===== config.mk =====
export PLATFORM = sky130hd
export DESIGN_NAME = gpio_port
export DESIGN_NICKNAME = d
export VERILOG_FILES = /design/src/include/port_pkg.sv /design/src/rtl/gpio_port.sv /design/src/rtl/port_pin_cell.sv
export SDC_FILE = /design/constraint.sdc
export NUM_CORES = 1
export LEC_CHECK = 0
export BUFFER_PORTS_ARGS = -buffer_cell sky130_fd_sc_hd__buf_4
export CAP_MARGIN = 20
export CORE_ASPECT_RATIO = 0.6
export CORE_MARGIN = 8
export CORE_UTILIZATION = 48
export CTS_CLUSTER_DIAMETER = 150
export DETAILED_ROUTE_END_ITERATION = 8
export HOLD_SLACK_MARGIN = 0.06
export PLACE_DENSITY_LB_ADDON = 0.05
export SYNTH_ARGS = -nofsm -noshare
export SYNTH_HDL_FRONTEND = slang
export SYNTH_HIERARCHICAL = 1
export SYNTH_SLANG_ARGS = --single-unit

===== constraint.sdc =====
create_clock -name ref_clk -period 4 [get_ports ref_clk]
set_input_delay 0.4 -clock ref_clk [delete_from_list [all_inputs] [get_ports ref_clk]]
set_output_delay 0.4 -clock ref_clk [all_outputs]
set_load 0.05 [all_outputs]

===== src/include/port_pkg.sv =====
package port_pkg;

  // Geometry of the port
  localparam int unsigned PORT_W = 8;

  // Reset values: every pin an input, latch cleared
  localparam logic [7:0] DIR_RST = 8'hFF;
  localparam logic [7:0] LATCH_RST = 8'h00;
  localparam logic [7:0] ZERO_BYTE = 8'h00;

  // Direction bit encodings
  localparam logic DIR_OUT = 1'b0;
  localparam logic DIR_IN = 1'b1;

  // Pin positions of the alternate functions
  localparam int unsigned PIN_TMR_CLK = 0;
  localparam int unsigned PIN_SPI_DO = 1;
  localparam int unsigned PIN_SPI_DI = 2;
  localparam int unsigned PIN_SPI_CLK = 3;
  localparam int unsigned PIN_FAULT_A = 4;
  localparam int unsigned PIN_CMP_OUT = 5;
  localparam int unsigned PIN_CH4_A = 6;
  localparam int unsigned PIN_CH4_B = 7;

  // Levels handed to peripherals when a function sits on the other port
  localparam logic TMR_CLK_IDLE = 1'b0;
  localparam logic FAULT_IDLE = 1'b1;
  localparam logic SPI_IDLE = 1'b0;
  localparam logic I2C_IDLE = 1'b1;

  typedef struct packed {
    logic complement_out_remap;
    logic serial_port_remap;
    logic fault_a_remap;
  } remap_cfg_t;

  localparam remap_cfg_t REMAP_RST = '0;

  // Outputs of peripherals that may take over pins
  typedef struct packed {
    logic third_channel_en;
    logic third_channel_complement_out;
    logic fourth_channel_en;
    logic fourth_channel_out_a;
    logic fourth_channel_out_b;
    logic spi_en;
    logic spi_data_out;
    logic spi_clk_master;
    logic spi_clk_out;
    logic i2c_en;
    logic i2c_sda_out;
    logic i2c_scl_out;
  } periph_drive_t;

  // Pin levels handed to peripherals
  typedef struct packed {
    logic timer0_ext_clock_in;
    logic timer5_ext_clock_in;
    logic fault_a_input;
    logic spi_data_in;
    logic spi_clk_in;
    logic i2c_sda_in;
    logic i2c_scl_in;
  } periph_sense_t;

  localparam periph_sense_t SENSE_RST = '{
    timer0_ext_clock_in: TMR_CLK_IDLE,
    timer5_ext_clock_in: TMR_CLK_IDLE,
    fault_a_input: FAULT_IDLE,
    spi_data_in: SPI_IDLE,
    spi_clk_in: SPI_IDLE,
    i2c_sda_in: I2C_IDLE,
    i2c_scl_in: I2C_IDLE
  };

  typedef struct packed {
    logic [PORT_W-1:0] dir;
    logic [PORT_W-1:0] latch;
    logic [PORT_W-1:0] pins;
    logic [PORT_W-1:0] pin_out;
    logic [PORT_W-1:0] pin_oe;
    remap_cfg_t cfg;
    logic cfg_loaded;
    periph_sense_t sense;
  } port_state_t;

endpackage


===== src/rtl/gpio_port.sv =====
`timescale 1ns/1ps
// Operation
// - Eight pins, each usable on its own as a digital input or output.
// - A direction bit of 1 turns the pin driver off so the pin is input.
// - A direction bit of 0 drives the pin from its output latch bit.
// - The latch is readable and reads give latch values, not pin levels.
// - After reset all direction bits are 1, so every pin is an input.
// - Pins 7 and 6 carry the fourth PWM pair, overriding latch data.
// - Complement remap set moves the third channel complement to pin 5.
// - Serial remap maps SPI out, SPI in/I2C data, clock to pins 1-3.
// - With fault remap set, the fault A input is taken from pin 4.
// - Remapped pin 0 with direction 1 feeds the Timer0 external clock.
// - Remapped pin 0 at direction 1 also feeds the Timer5 clock input.
// - SPI data out drives pin 1 instead of the latch when direction is 0.
// - Pin 2 feeds SPI data in at direction 1 and drives I2C data at 0.
// - No peripheral overrides the direction; alternate outputs drive only at direction 0.
module gpio_port (
  input wire logic ref_clk,
  input wire logic rst,
  input wire logic dir_wr_en,
  input wire logic [7:0] dir_wr_data,
  input wire logic latch_wr_en,
  input wire logic [7:0] latch_wr_data,
  input wire logic port_wr_en,
  input wire logic [7:0] port_wr_data,
  input wire port_pkg::remap_cfg_t remap_cfg_in,
  input wire port_pkg::periph_drive_t periph_drive,
  input wire logic [7:0] pin_in,
  output logic [7:0] direction_reg,
  output logic [7:0] output_latch_reg,
  output logic [7:0] port_pins_reg,
  output logic [7:0] pin_out,
  output logic [7:0] pin_oe,
  output port_pkg::remap_cfg_t remap_active,
  output logic cfg_loaded,
  output port_pkg::periph_sense_t periph_sense
);

  port_pkg::port_state_t state_r;
  port_pkg::port_state_t state_nxt;

  logic [7:0] alt_en;
  logic [7:0] alt_val;
  logic [7:0] alt_od;
  logic [7:0] cell_out;
  logic [7:0] cell_oe;

  port_pkg::periph_drive_t drv;
  port_pkg::remap_cfg_t cfg;
  logic ser_here;

  assign drv = periph_drive;
  assign cfg = state_r.cfg;
  assign ser_here = cfg.serial_port_remap;

  // Serial functions decoded once so that drive and sense agree
  logic i2c_here;
  logic spi_here;
  logic tmr_here;

  assign i2c_here = ser_here && drv.i2c_en;
  assign spi_here = ser_here && drv.spi_en;
  // Timers ride on the serial remap bit; they have no bit of their own
  assign tmr_here = ser_here &&
                    (state_r.dir[port_pkg::PIN_TMR_CLK] == port_pkg::DIR_IN);

  // Which peripheral may own each pin, and with what value
  always_comb begin
    alt_en = port_pkg::ZERO_BYTE;
    alt_val = port_pkg::ZERO_BYTE;
    alt_od = port_pkg::ZERO_BYTE;

    // Pin 0 carries only inputs; nothing takes its driver

    // SPI data out replaces the latch on pin 1
    alt_en[port_pkg::PIN_SPI_DO] = spi_here;
    alt_val[port_pkg::PIN_SPI_DO] = drv.spi_data_out;

    // I2C data is open drain; in SPI mode pin 2 is input only
    alt_en[port_pkg::PIN_SPI_DI] = i2c_here;
    alt_val[port_pkg::PIN_SPI_DI] = drv.i2c_sda_out;
    alt_od[port_pkg::PIN_SPI_DI] = 1'b1;

    // Clock pin: SPI master clock, or open drain I2C clock
    if (drv.i2c_en) begin
      alt_en[port_pkg::PIN_SPI_CLK] = ser_here;
      alt_val[port_pkg::PIN_SPI_CLK] = drv.i2c_scl_out;
      alt_od[port_pkg::PIN_SPI_CLK] = 1'b1;
    end else begin
      // A slave SPI clock leaves the pin to the latch or to input
      alt_en[port_pkg::PIN_SPI_CLK] = spi_here &&
                                      drv.spi_clk_master;
      alt_val[port_pkg::PIN_SPI_CLK] = drv.spi_clk_out;
    end

    // Pin 4 is the fault input only; its driver stays with the latch

    // Third channel complement only when moved onto this port
    alt_en[port_pkg::PIN_CMP_OUT] = cfg.complement_out_remap &&
                                    drv.third_channel_en;
    alt_val[port_pkg::PIN_CMP_OUT] = drv.third_channel_complement_out;

    // Fourth channel pair always lives here
    alt_en[port_pkg::PIN_CH4_A] = drv.fourth_channel_en;
    alt_val[port_pkg::PIN_CH4_A] = drv.fourth_channel_out_a;
    alt_en[port_pkg::PIN_CH4_B] = drv.fourth_channel_en;
    alt_val[port_pkg::PIN_CH4_B] = drv.fourth_channel_out_b;
  end

  // One driver cell per pin
  genvar gi;
  generate
    for (gi = 0; gi < port_pkg::PORT_W; gi++) begin : g_pin
      port_pin_cell u_cell (
        .dir_bit(state_r.dir[gi]),
        .latch_bit(state_r.latch[gi]),
        .alt_en(alt_en[gi]),
        .alt_val(alt_val[gi]),
        .alt_od(alt_od[gi]),
        .out_val(cell_out[gi]),
        .oe(cell_oe[gi])
      );
    end
  endgenerate

  always_comb begin
    state_nxt = state_r;

    // Direction register write
    if (dir_wr_en) begin
      state_nxt.dir = dir_wr_data;
    end

    // Port data write lands in the latch; direct latch write wins a tie
    if (port_wr_en) begin
      state_nxt.latch = port_wr_data;
    end
    if (latch_wr_en) begin
      state_nxt.latch = latch_wr_data;
    end

    // Pins sampled every cycle for the port data read
    // Limitation: a read sees the pins one cycle late
    state_nxt.pins = pin_in;

    // Driver state registered so pins never see a combinational glitch
    state_nxt.pin_out = cell_out;
    state_nxt.pin_oe = cell_oe;

    // Remap taken once; later changes of the input are ignored
    if (!state_r.cfg_loaded) begin
      state_nxt.cfg = remap_cfg_in;
      state_nxt.cfg_loaded = 1'b1;
    end

    // Peripheral inputs from sampled pins, idle when mapped elsewhere
    state_nxt.sense = port_pkg::SENSE_RST;
    // Timer clocks listen only while pin 0 is an input
    if (tmr_here) begin
      state_nxt.sense.timer0_ext_clock_in =
        state_r.pins[port_pkg::PIN_TMR_CLK];
      state_nxt.sense.timer5_ext_clock_in =
        state_r.pins[port_pkg::PIN_TMR_CLK];
    end
    // Serial inputs stay idle unless the serial remap is set
    if (ser_here) begin
      // Data pin read in either direction so open drain I2C sees the bus
      if (drv.i2c_en) begin
        state_nxt.sense.i2c_sda_in =
          state_r.pins[port_pkg::PIN_SPI_DI];
        state_nxt.sense.i2c_scl_in =
          state_r.pins[port_pkg::PIN_SPI_CLK];
      end else begin
        if (state_r.dir[port_pkg::PIN_SPI_DI] == port_pkg::DIR_IN) begin
          state_nxt.sense.spi_data_in =
            state_r.pins[port_pkg::PIN_SPI_DI];
        end
        if (state_r.dir[port_pkg::PIN_SPI_CLK] == port_pkg::DIR_IN) begin
          state_nxt.sense.spi_clk_in =
            state_r.pins[port_pkg::PIN_SPI_CLK];
        end
      end
    end
    // Fault pin ignores direction; an output pin can trip it too
    if (cfg.fault_a_remap) begin
      state_nxt.sense.fault_a_input =
        state_r.pins[port_pkg::PIN_FAULT_A];
    end
  end

  always_ff @(posedge ref_clk or posedge rst) begin
    if (rst) begin
      state_r.dir <= port_pkg::DIR_RST;
      state_r.latch <= port_pkg::LATCH_RST;
      state_r.pins <= port_pkg::ZERO_BYTE;
      // Drivers start released so the pins float to the board
      state_r.pin_out <= port_pkg::LATCH_RST;
      state_r.pin_oe <= port_pkg::ZERO_BYTE;
      // Remap forgotten so each release captures it afresh
      state_r.cfg <= port_pkg::REMAP_RST;
      state_r.cfg_loaded <= 1'b0;
      state_r.sense <= port_pkg::SENSE_RST;
    end else begin
      state_r <= state_nxt;
    end
  end

  // Every output is a register field, never a decode
  // Latch read returns stored value for safe read-modify-write
  assign output_latch_reg = state_r.latch;
  assign direction_reg = state_r.dir;
  assign port_pins_reg = state_r.pins;
  assign pin_out = state_r.pin_out;
  assign pin_oe = state_r.pin_oe;
  assign remap_active = state_r.cfg;
  assign cfg_loaded = state_r.cfg_loaded;
  assign periph_sense = state_r.sense;

endmodule


===== src/rtl/port_pin_cell.sv =====
`timescale 1ns/1ps
module port_pin_cell (
  input wire logic dir_bit,
  input wire logic latch_bit,
  input wire logic alt_en,
  input wire logic alt_val,
  input wire logic alt_od,
  output logic out_val,
  output logic oe
);

  always_comb begin
    out_val = latch_bit;
    oe = (dir_bit == port_pkg::DIR_OUT);
    if (alt_en && (dir_bit == port_pkg::DIR_OUT)) begin
      if (alt_od) begin
        // Open drain: peripheral owns the enable
        out_val = 1'b0;
        oe = ~alt_val;
      end else begin
        out_val = alt_val;
        oe = 1'b1;
      end
    end
  end

endmodule


==> results of run 1 <==
-- cells in the final DEF (no fill, tap or decap), types with 2 or more instances in the layout --
| cell | netlist | layout |
|---|---|---|
| dfstp_2 | 11 | 11 |
| o21ai_1 | 8 | 8 |
| nor2b_1 | 2 | 2 |
| and3_1 | 3 | 3 |
| and2_1 | 3 | 3 |
| nor2b_2 | 8 | 8 |
| dfrtp_1 | 39 | 39 |
| nand2_1 | 8 | 8 |
| clkbuf_8 | 0 | 6 |
| a31oi_1 | 8 | 8 |
| mux2i_1 | 8 | 8 |
| conb_1 | 2 | 23 |
| buf_4 | 2 | 102 |
| and2b_1 | 8 | 8 |
| nand2b_1 | 3 | 3 |
| mux2_4 | 16 | 16 |
| mux2_2 | 4 | 4 |
-- report_power, final --
part / switching, mW / total (mW) / leakage, nW / internal, mW
registers: 0.0293 / 0.587 / 0.586 / 0.558
clock network: 0.157 / 0.297 / 0.0482 / 0.140
logic: 0.233 / 0.376 / 0.918 / 0.142
-- stage by stage --
step / area, sq um / utilization [%] / power (mW) / hold slack [ns] / setup slack, ns
2_1_floorplan: 2090 / - / 0.840 / 0.431 / 2.42
3_3_place_gp: 2890 / 70.8 / 0.968 / 0.414 / 2.63
3_5_place_dp: 2890 / 70.8 / 0.972 / 0.428 / 2.59
4_1_cts: 2980 / 73.0 / 1.27 / 0.195 / 2.48
5_1_grt: 3010 / 73.8 / 1.31 / 0.190 / 2.46
6_report: 3010 / 73.8 / 1.26 / 0.203 / 2.49
-- synthesized netlist by cell type --
cell	number	share of area [%]
buf_4	2	0.75
and3_1	3	0.93
mux2_4	16	12
and2b_1	8	3.0
nor2b_1	2	0.62
nand2_1	8	1.5
buf_6	3	1.7
o21ai_1	8	2.0
mux2i_1	8	4.0
dfstp_2	11	14
a31oi_1	8	2.5
mux2_2	4	2.2
and2_1	3	0.93
inv_1	1	0.19
a21oi_1	1	0.25
nand2b_1	3	0.93
conb_1	2	0.37
nor2b_2	8	3.5
dfrtp_1	39	48
-- worst max path at each step --
stage / cells after the start / to / from
floorplan: 1 / cfg_loaded / rst
global placement: 2 / pin_oe[6] / rst
detailed placement: 4 / pin_out[3] / periph_drive[2]
CTS: 1 / direction_reg[0] / direction_reg[0]
global route: 1 / direction_reg[0] / direction_reg[0]
finish: 1 / direction_reg[0] / direction_reg[0]
-- timing repair --
item,in CTS,in global routing
hold endpoints to repair,0,6
buffers inserted,0,0
hold buffers,0,1
-- layer usage --
metal	track usage, %	routed length (microns)	up-vias
met2	24.3	2350	49
met4	3.37	19	0
li1	-	-	696
met3	8.19	500	2
met5	0	0	-
met1	16.8	1980	665
-- cell type report --
| type | instances | area (sq um) |
|---|---|---|
| repair buffers | 104 | 796 |
| inverters | 1 | 3.75 |
| multi-input cells | 103 | 776 |
| clock buffers | 7 | 86.3 |
| fillers | 282 | 1070 |
| flip-flops and latches | 50 | 1260 |
| well taps | 60 | 75.1 |
| clock inverters | 1 | 5.00 |
-- cells by family (layout without fill, tap and decap cells) --
kind of cell,after synthesis,after routing
and+or+nand+nor,35,35
AOI/OAI and AO/OA,17,17
muxes,28,28
buffers and inverters,6,113
DFF,50,50
other,2,23
==> key figures, run 1 <==
Synthesis
  – Adder-Cell Fraction of Synth Area: 0%
  – Main combinational cell family by area after synthesis: multiplexers
  – Post-Syn Area: about 2000 sq um
  – Synth Area in Compound Gates: 4.72%
  – Netlist cell types: 19
  – Post-synthesis simple-gate area fraction: 11.4%
  – Post-Synth XOR/XNOR Area: 0%
  – Post-synthesis mux area share: between 10% and 20%
  – Sequential area share after synthesis: 62.8%
  – Synth Area per Inst: 14.6 sq um
  – Synth warn: 6
  – Flops & latches, synth: 50
  – Cell count after synthesis: 138

Setup path
  – CP Max Fanout: 5
  – Crit-path leading delay family: flip-flops
  – Setup crit end kind: output pin
  – Reg2reg setup slack: between 2 and 3 ns
  – CP Buf/Inv Count: 1
  – Crit path cell chain: buf_4
  – R2R cell count: 3
  – Launching point of the worst reg2reg path: ser_here
  – CP Class: flop to output pin
  – Crit path arrival time: between 1 and 1.5 ns
  – CP max stage cell: dfstp_2
  – Req. time, crit path: approximately 3.6 ns
  – Startpoint Class: flop
  – CP peak stage delay: about 0.60 ns
  – Reg-to-Reg End: pin_out[3]

Power and ir drop
  – PD cells: approximately 420 nW/um^2
  – Leakage: 1.55 nW
  – VDD IR-drop max: ~0.30 mV

Route
  – Drt via density: 4.33
  – Post-route DRC violation count: 0
  – Drt initial violations: 47
  – TritonRoute pass-1 iters: 4
  – WL/cell: approximately 15 microns
  – Total Routed Length: a little under 5 mm
  – Via count: ~1400
  – Antenna viol nets, final: 0

Global routing
  – Remaining global-route overflow: 0
  – Overall routing resource usage: approximately 15%
  – Largest net degree at the start of global routing: a little over 50
  – First-pass GRT wire length: 7.56 mm
  – Vias in the first global route: roughly 1600
  – Initial antenna violation count: 0

Floorplanning
  – I/O pins: around 100
  – Initial core utilization: approximately half
  – Std-Cell Rows: 18
  – Die Wd: about 100 microns
  – Core area: around 4100 sq um
  – Die height: about 66 microns
  – Die area: around 6600 sq um

Cells and area
  – Area Overhead vs Synth: 49.3%
  – Finished Layout Cells: 326
  – Nets@finish: approximately 320
  – Layout cells sized above 1: a little under three fifths
  – Diode count: 0

Placed design
  – Gpl congestion: approximately 0.76
  – Placed Instances: about 320
  – Port Buffer Count: ~100

Timing
  – Fin crit period: 1.51 ns
  – Worst clock skew: approximately 0.0062 ns
  – Endpoints failing hold: 0
  – RSZ-0062 raised after global routing: no
  – Period utilization: a little under two fifths
  – Final Max Slew Viols: 0
  – Post-route setup TNS: 0 ns
  – Fmax: 0.661 GHz
  – Endpoints failing setup: 0

Min path
  – Hold path depth: 1
  – Hold Path Class: input pin to flop
  – Min-delay src: pin_in[2]
  – WHS Endpoint: port_pins_reg[2]

Clocking
  – Post-cts gate resize count: 0
  – Worst skew pair latency: 0.30 ns
  – TritonCTS buffer count: 5
  – Clk pin slew, worst setup/hold paths: 0.09 ns
  – CTS Sinks: 50
  – Root Driver: clkbuf_8
  – Max Root-Sink Buffers: 2
  – CTS tree: yes
  – H-tree Lvls: 2

Flow run
  – # Max-Cap Violations: 0

Outcome
  – Status: finished clean
Power figures use the tool's default switching activity.
==> run 2: changes to the inputs <==
ABC_AREA = 1   (was not set)
CORE_UTILIZATION = 41   (was 48)
clock period = 1.22 ns   (was 4 ns; I/O delays follow)
==> run 2 against run 1 <==
Net effect: area after synthesis grew 4.3%; utilization shrank 5.2 points; critical path depth is the same; global-route usage grew 0.83 points; via count grew 39%; sequential power grew to 3.3 times the previous value; sequential share of layout area shrank 5.2 points; design area grew 14%; power grew to 3.3 times the previous value; worst setup slack lost 2.4 ns; clock power grew to 3.3 times the previous value; critical endpoint unchanged; largest cell class unchanged; largest power group unchanged.
==> key figures, run 2 <==
Outcome
  – Status: finished clean

Setup path
  – CP Buf/Inv Count: 1 (unchanged)
  – Startpoint Class: flop
  – Crit path arrival time: 1.05 ns (-0.06 ns)
  – Crit-path leading delay family: flip-flops
  – R2R cell count: 7 (+4)
  – Reg2reg setup slack: 0.22 ns (-2.52 ns)
  – Reg-to-Reg End: pin_oe[3]
  – CP peak stage delay: 0.59 ns (about the same)
  – CP Class: flop to output pin
  – Launching point of the worst reg2reg path: ser_here
  – Req. time, crit path: 1.10 ns (-2.50 ns)
  – CP Max Fanout: 5 (unchanged)
  – CP max stage cell: dfstp_2
  – Setup crit end kind: output pin
  – Crit path cell chain: buf_6

Placed design
  – Gpl congestion: 0.771 (+1.4%)
  – Hpwl dp: 4.42 mm
  – Port Buffer Count: 102 (unchanged)
  – Placed Instances: 431 (+36%)

Cells and area
  – Fin util: 68.6% (-5.2 points)
  – Commonest non-fill, non-tap cells in the layout: 96 x buf_4, 79 x nand2_1, 50 x inv_1
  – Register area: 1260 sq um (unchanged)
  – Diode count: 0 (unchanged)
  – Area Overhead vs Synth: 63.3%
  – Area of the multi-input gates: 682 sq um (-12%)
  – Most common cell after layout, fill and taps aside: buf_4
  – Finished Layout Cells: 468 (+44%)
  – Nets@finish: 453 (+43%)
  – # fillers: 439 (+56%)
  – Layout cells sized above 1: 33.3% (-23 points)

Synthesis
  – Post-Synth XOR/XNOR Area: 0% (unchanged)
  – Most frequent cell after synthesis: nand2_1
  – Post-synth top cells: 79 x nand2_1, 51 x inv_1, 39 x dfrtp_1
  – Main combinational cell family by area after synthesis: simple AND/OR/NAND/NOR gates
  – Synth area leader: dfrtp_1
  – Synth warn: 6 (unchanged)
  – Post-Syn Area: 2100 sq um (+4.3%)
  – Cell count after synthesis: 243 (+76%)
  – Adder-Cell Fraction of Synth Area: 0% (unchanged)
  – Yosys top cell area share: 46.5% (-2.0 points)
  – Synth Area in Compound Gates: 2.62% (-2.1 points)
  – Post-synthesis simple-gate area fraction: 25.4% (+14 points)
  – Fraction of registers with async set/reset: 100% (unchanged)
  – Ranking of synthesized cells by area: dfrtp_1 46%, nand2_1 14%, dfstp_2 14%, inv_1 9.1%, nand3_1 5.7%
  – Post-synth EDFFs: 0 (unchanged)
  – Synth Flop Type: dfrtp_1
  – Netlist cell types: 16 (-3)
  – Flops & latches, synth: 50 (unchanged)
  – Synth Area per Inst: 8.65 sq um (-41%)
  – Post-synthesis mux area share: 0% (-18 points)
  – Sequential area share after synthesis: 60.2% (-2.6 points)

Global routing
  – Remaining global-route overflow: 0 (unchanged)
  – First-pass GRT wire length: 9.66 mm (+28%)
  – Overall routing resource usage: 15.7% (+0.83 points)
  – Vias in the first global route: 2028 (+31%)
  – Initial antenna violation count: 0 (unchanged)
  – Largest net degree at the start of global routing: 39 (-24%)

Clocking
  – Max Root-Sink Buffers: 2 (unchanged)
  – CTS tree: yes
  – Clk pin slew, worst setup/hold paths: 0.09 ns (about the same)
  – CTS Sinks: 50 (unchanged)
  – TritonCTS buffer count: 5 (unchanged)
  – H-tree Lvls: 2 (unchanged)
  – Root Driver: clkbuf_8
  – Worst skew pair latency: 0.30 ns (about the same)

Timing
  – Worst clock skew: 0.00954 ns (+0.00339 ns)
  – Fmax: around 0.85 GHz
  – Endpoints failing setup: 0 (unchanged)
  – Period utilization: 96.3%
  – RSZ-0062 raised after global routing: no
  – Endpoints failing hold: 0 (unchanged)
  – Post-route setup TNS: 0 ns (unchanged)
  – Worst Hold Slack: 0.0705 ns (-0.133 ns)
  – Fin crit period: approximately 1.2 ns
  – Final Max Slew Viols: 0 (unchanged)

Route
  – Drt initial violations: 63 (+34%)
  – Antenna viol nets, final: 0 (unchanged)
  – Total Routed Length: 5.88 mm (+21%)
  – TritonRoute pass-1 iters: 4 (unchanged)
  – Post-route DRC violation count: 0 (unchanged)
  – Via count: 1956 (+39%)
  – Drt via density: 4.18 (-3.5%)
  – WL/cell: 12.6 microns (-16%)

Power and ir drop
  – Int Pwr: 2.74 mW (+230%)
  – Switching Fraction: 34.4% (+1.0 points)
  – Total Power: 4.18 mW (+230%)
  – PD cells: 1220 nW/um^2 (+190%)
  – Clk pwr share: 23.7% (about the same)
  – Reg power frac: 45.7% (-0.9 points)
  – Comb pwr share: 30.6% (+0.8 points)
  – VDD IR-drop max: 0.634 mV (+110%)
  – Leakage: 1.89 nW (+22%)
  – Switching Power: 1.44 mW (+240%)

Min path
  – WHS Endpoint: output_latch_reg[6]
  – Hold Path Class: input pin to flop
  – Hold path depth: 3 (+2)
  – Min-delay src: port_wr_data[6]

Floorplanning
  – Std-Cell Rows: 20 (+2)
  – Die area: 7750 sq um (+17%)
  – I/O pins: 103 (unchanged)
  – Die Wd: 108 microns (+8.8%)
  – Core area: 5000 sq um (+23%)
  – Die height: 71.4 microns (+8.0%)
  – Initial core utilization: 42.0% (-7.4 points)

Flow run
  – # Max-Cap Violations: 0 (unchanged)
run 2: per-stage QoR:
stage / instance area, sq um / setup slack [ns]
5_1_grt: 3430 / 0.0000813
6_report: 3430 / 0.0454
4_1_cts: 3370 / 0.00643
3_5_place_dp: 3020 / 0.239
3_3_place_gp: 3020 / 0.294
2_1_floorplan: 2190 / 0.156
run 2: worst max path at each step:
stage | slack (ns) | endpoint | from | depth (start not counted)
global placement | 0.29 | pin_out[3] | ser_here | 8
detailed placement | 0.24 | pin_oe[3] | ser_here | 7
global route | 0.00008 | direction_reg[4] | direction_reg[4] | 1
floorplan | 0.16 | pin_out[5] | remap_active[2] | 5
CTS | 0.006 | direction_reg[0] | direction_reg[0] | 1
finish | 0.05 | direction_reg[0] | direction_reg[0] | 1
run 2: layer usage:
| layer | track usage [%] | up-vias | share of wire [%] |
|---|---|---|---|
| met1 | 19.1 | 897 | 43 |
| met2 | 26.3 | 51 | 48 |
| met4 | 4.22 | 0 | 1.0 |
| met5 | 0 | - | 0 |
| met3 | 4.74 | 4 | 7.4 |
| li1 | - | 1004 | - |
run 2: power by group through the flow:
stage                     combinational (mW)  clock [mW]  sequential [mW]
final                                   1.28       0.990             1.91
after global routing                    1.38        1.10             1.93
after CTS                               1.26        1.02             1.91
after detailed placement                1.19           0             1.94
after global placement                  1.18           0             1.94
after floorplan                        0.263           0             2.42
run 2: final cells by class:
type                    instances  area share (%)
well taps                      66            2.41
clock buffers                   8            2.63
flip-flops and latches         50            36.9
multi-input cells             159            19.9
inverters                      52            5.80
repair buffers                133            32.4
run 2: repair_timing:
item,in CTS,in global routing
cloned,0,0
buffers inserted,0,2
hold buffers,25,2
pin swaps,0,0
endpoints found under the hold margin,36,2
gates resized for setup,1,8
endpoints found under the setup margin,1,9
run 2: cells by family after synthesis:
| kind of cell | count (synthesis) |
|---|---|
| simple gates | 123 |
| buf+inv | 57 |
| flops | 50 |
| compound gates | 11 |
| other cells | 2 |
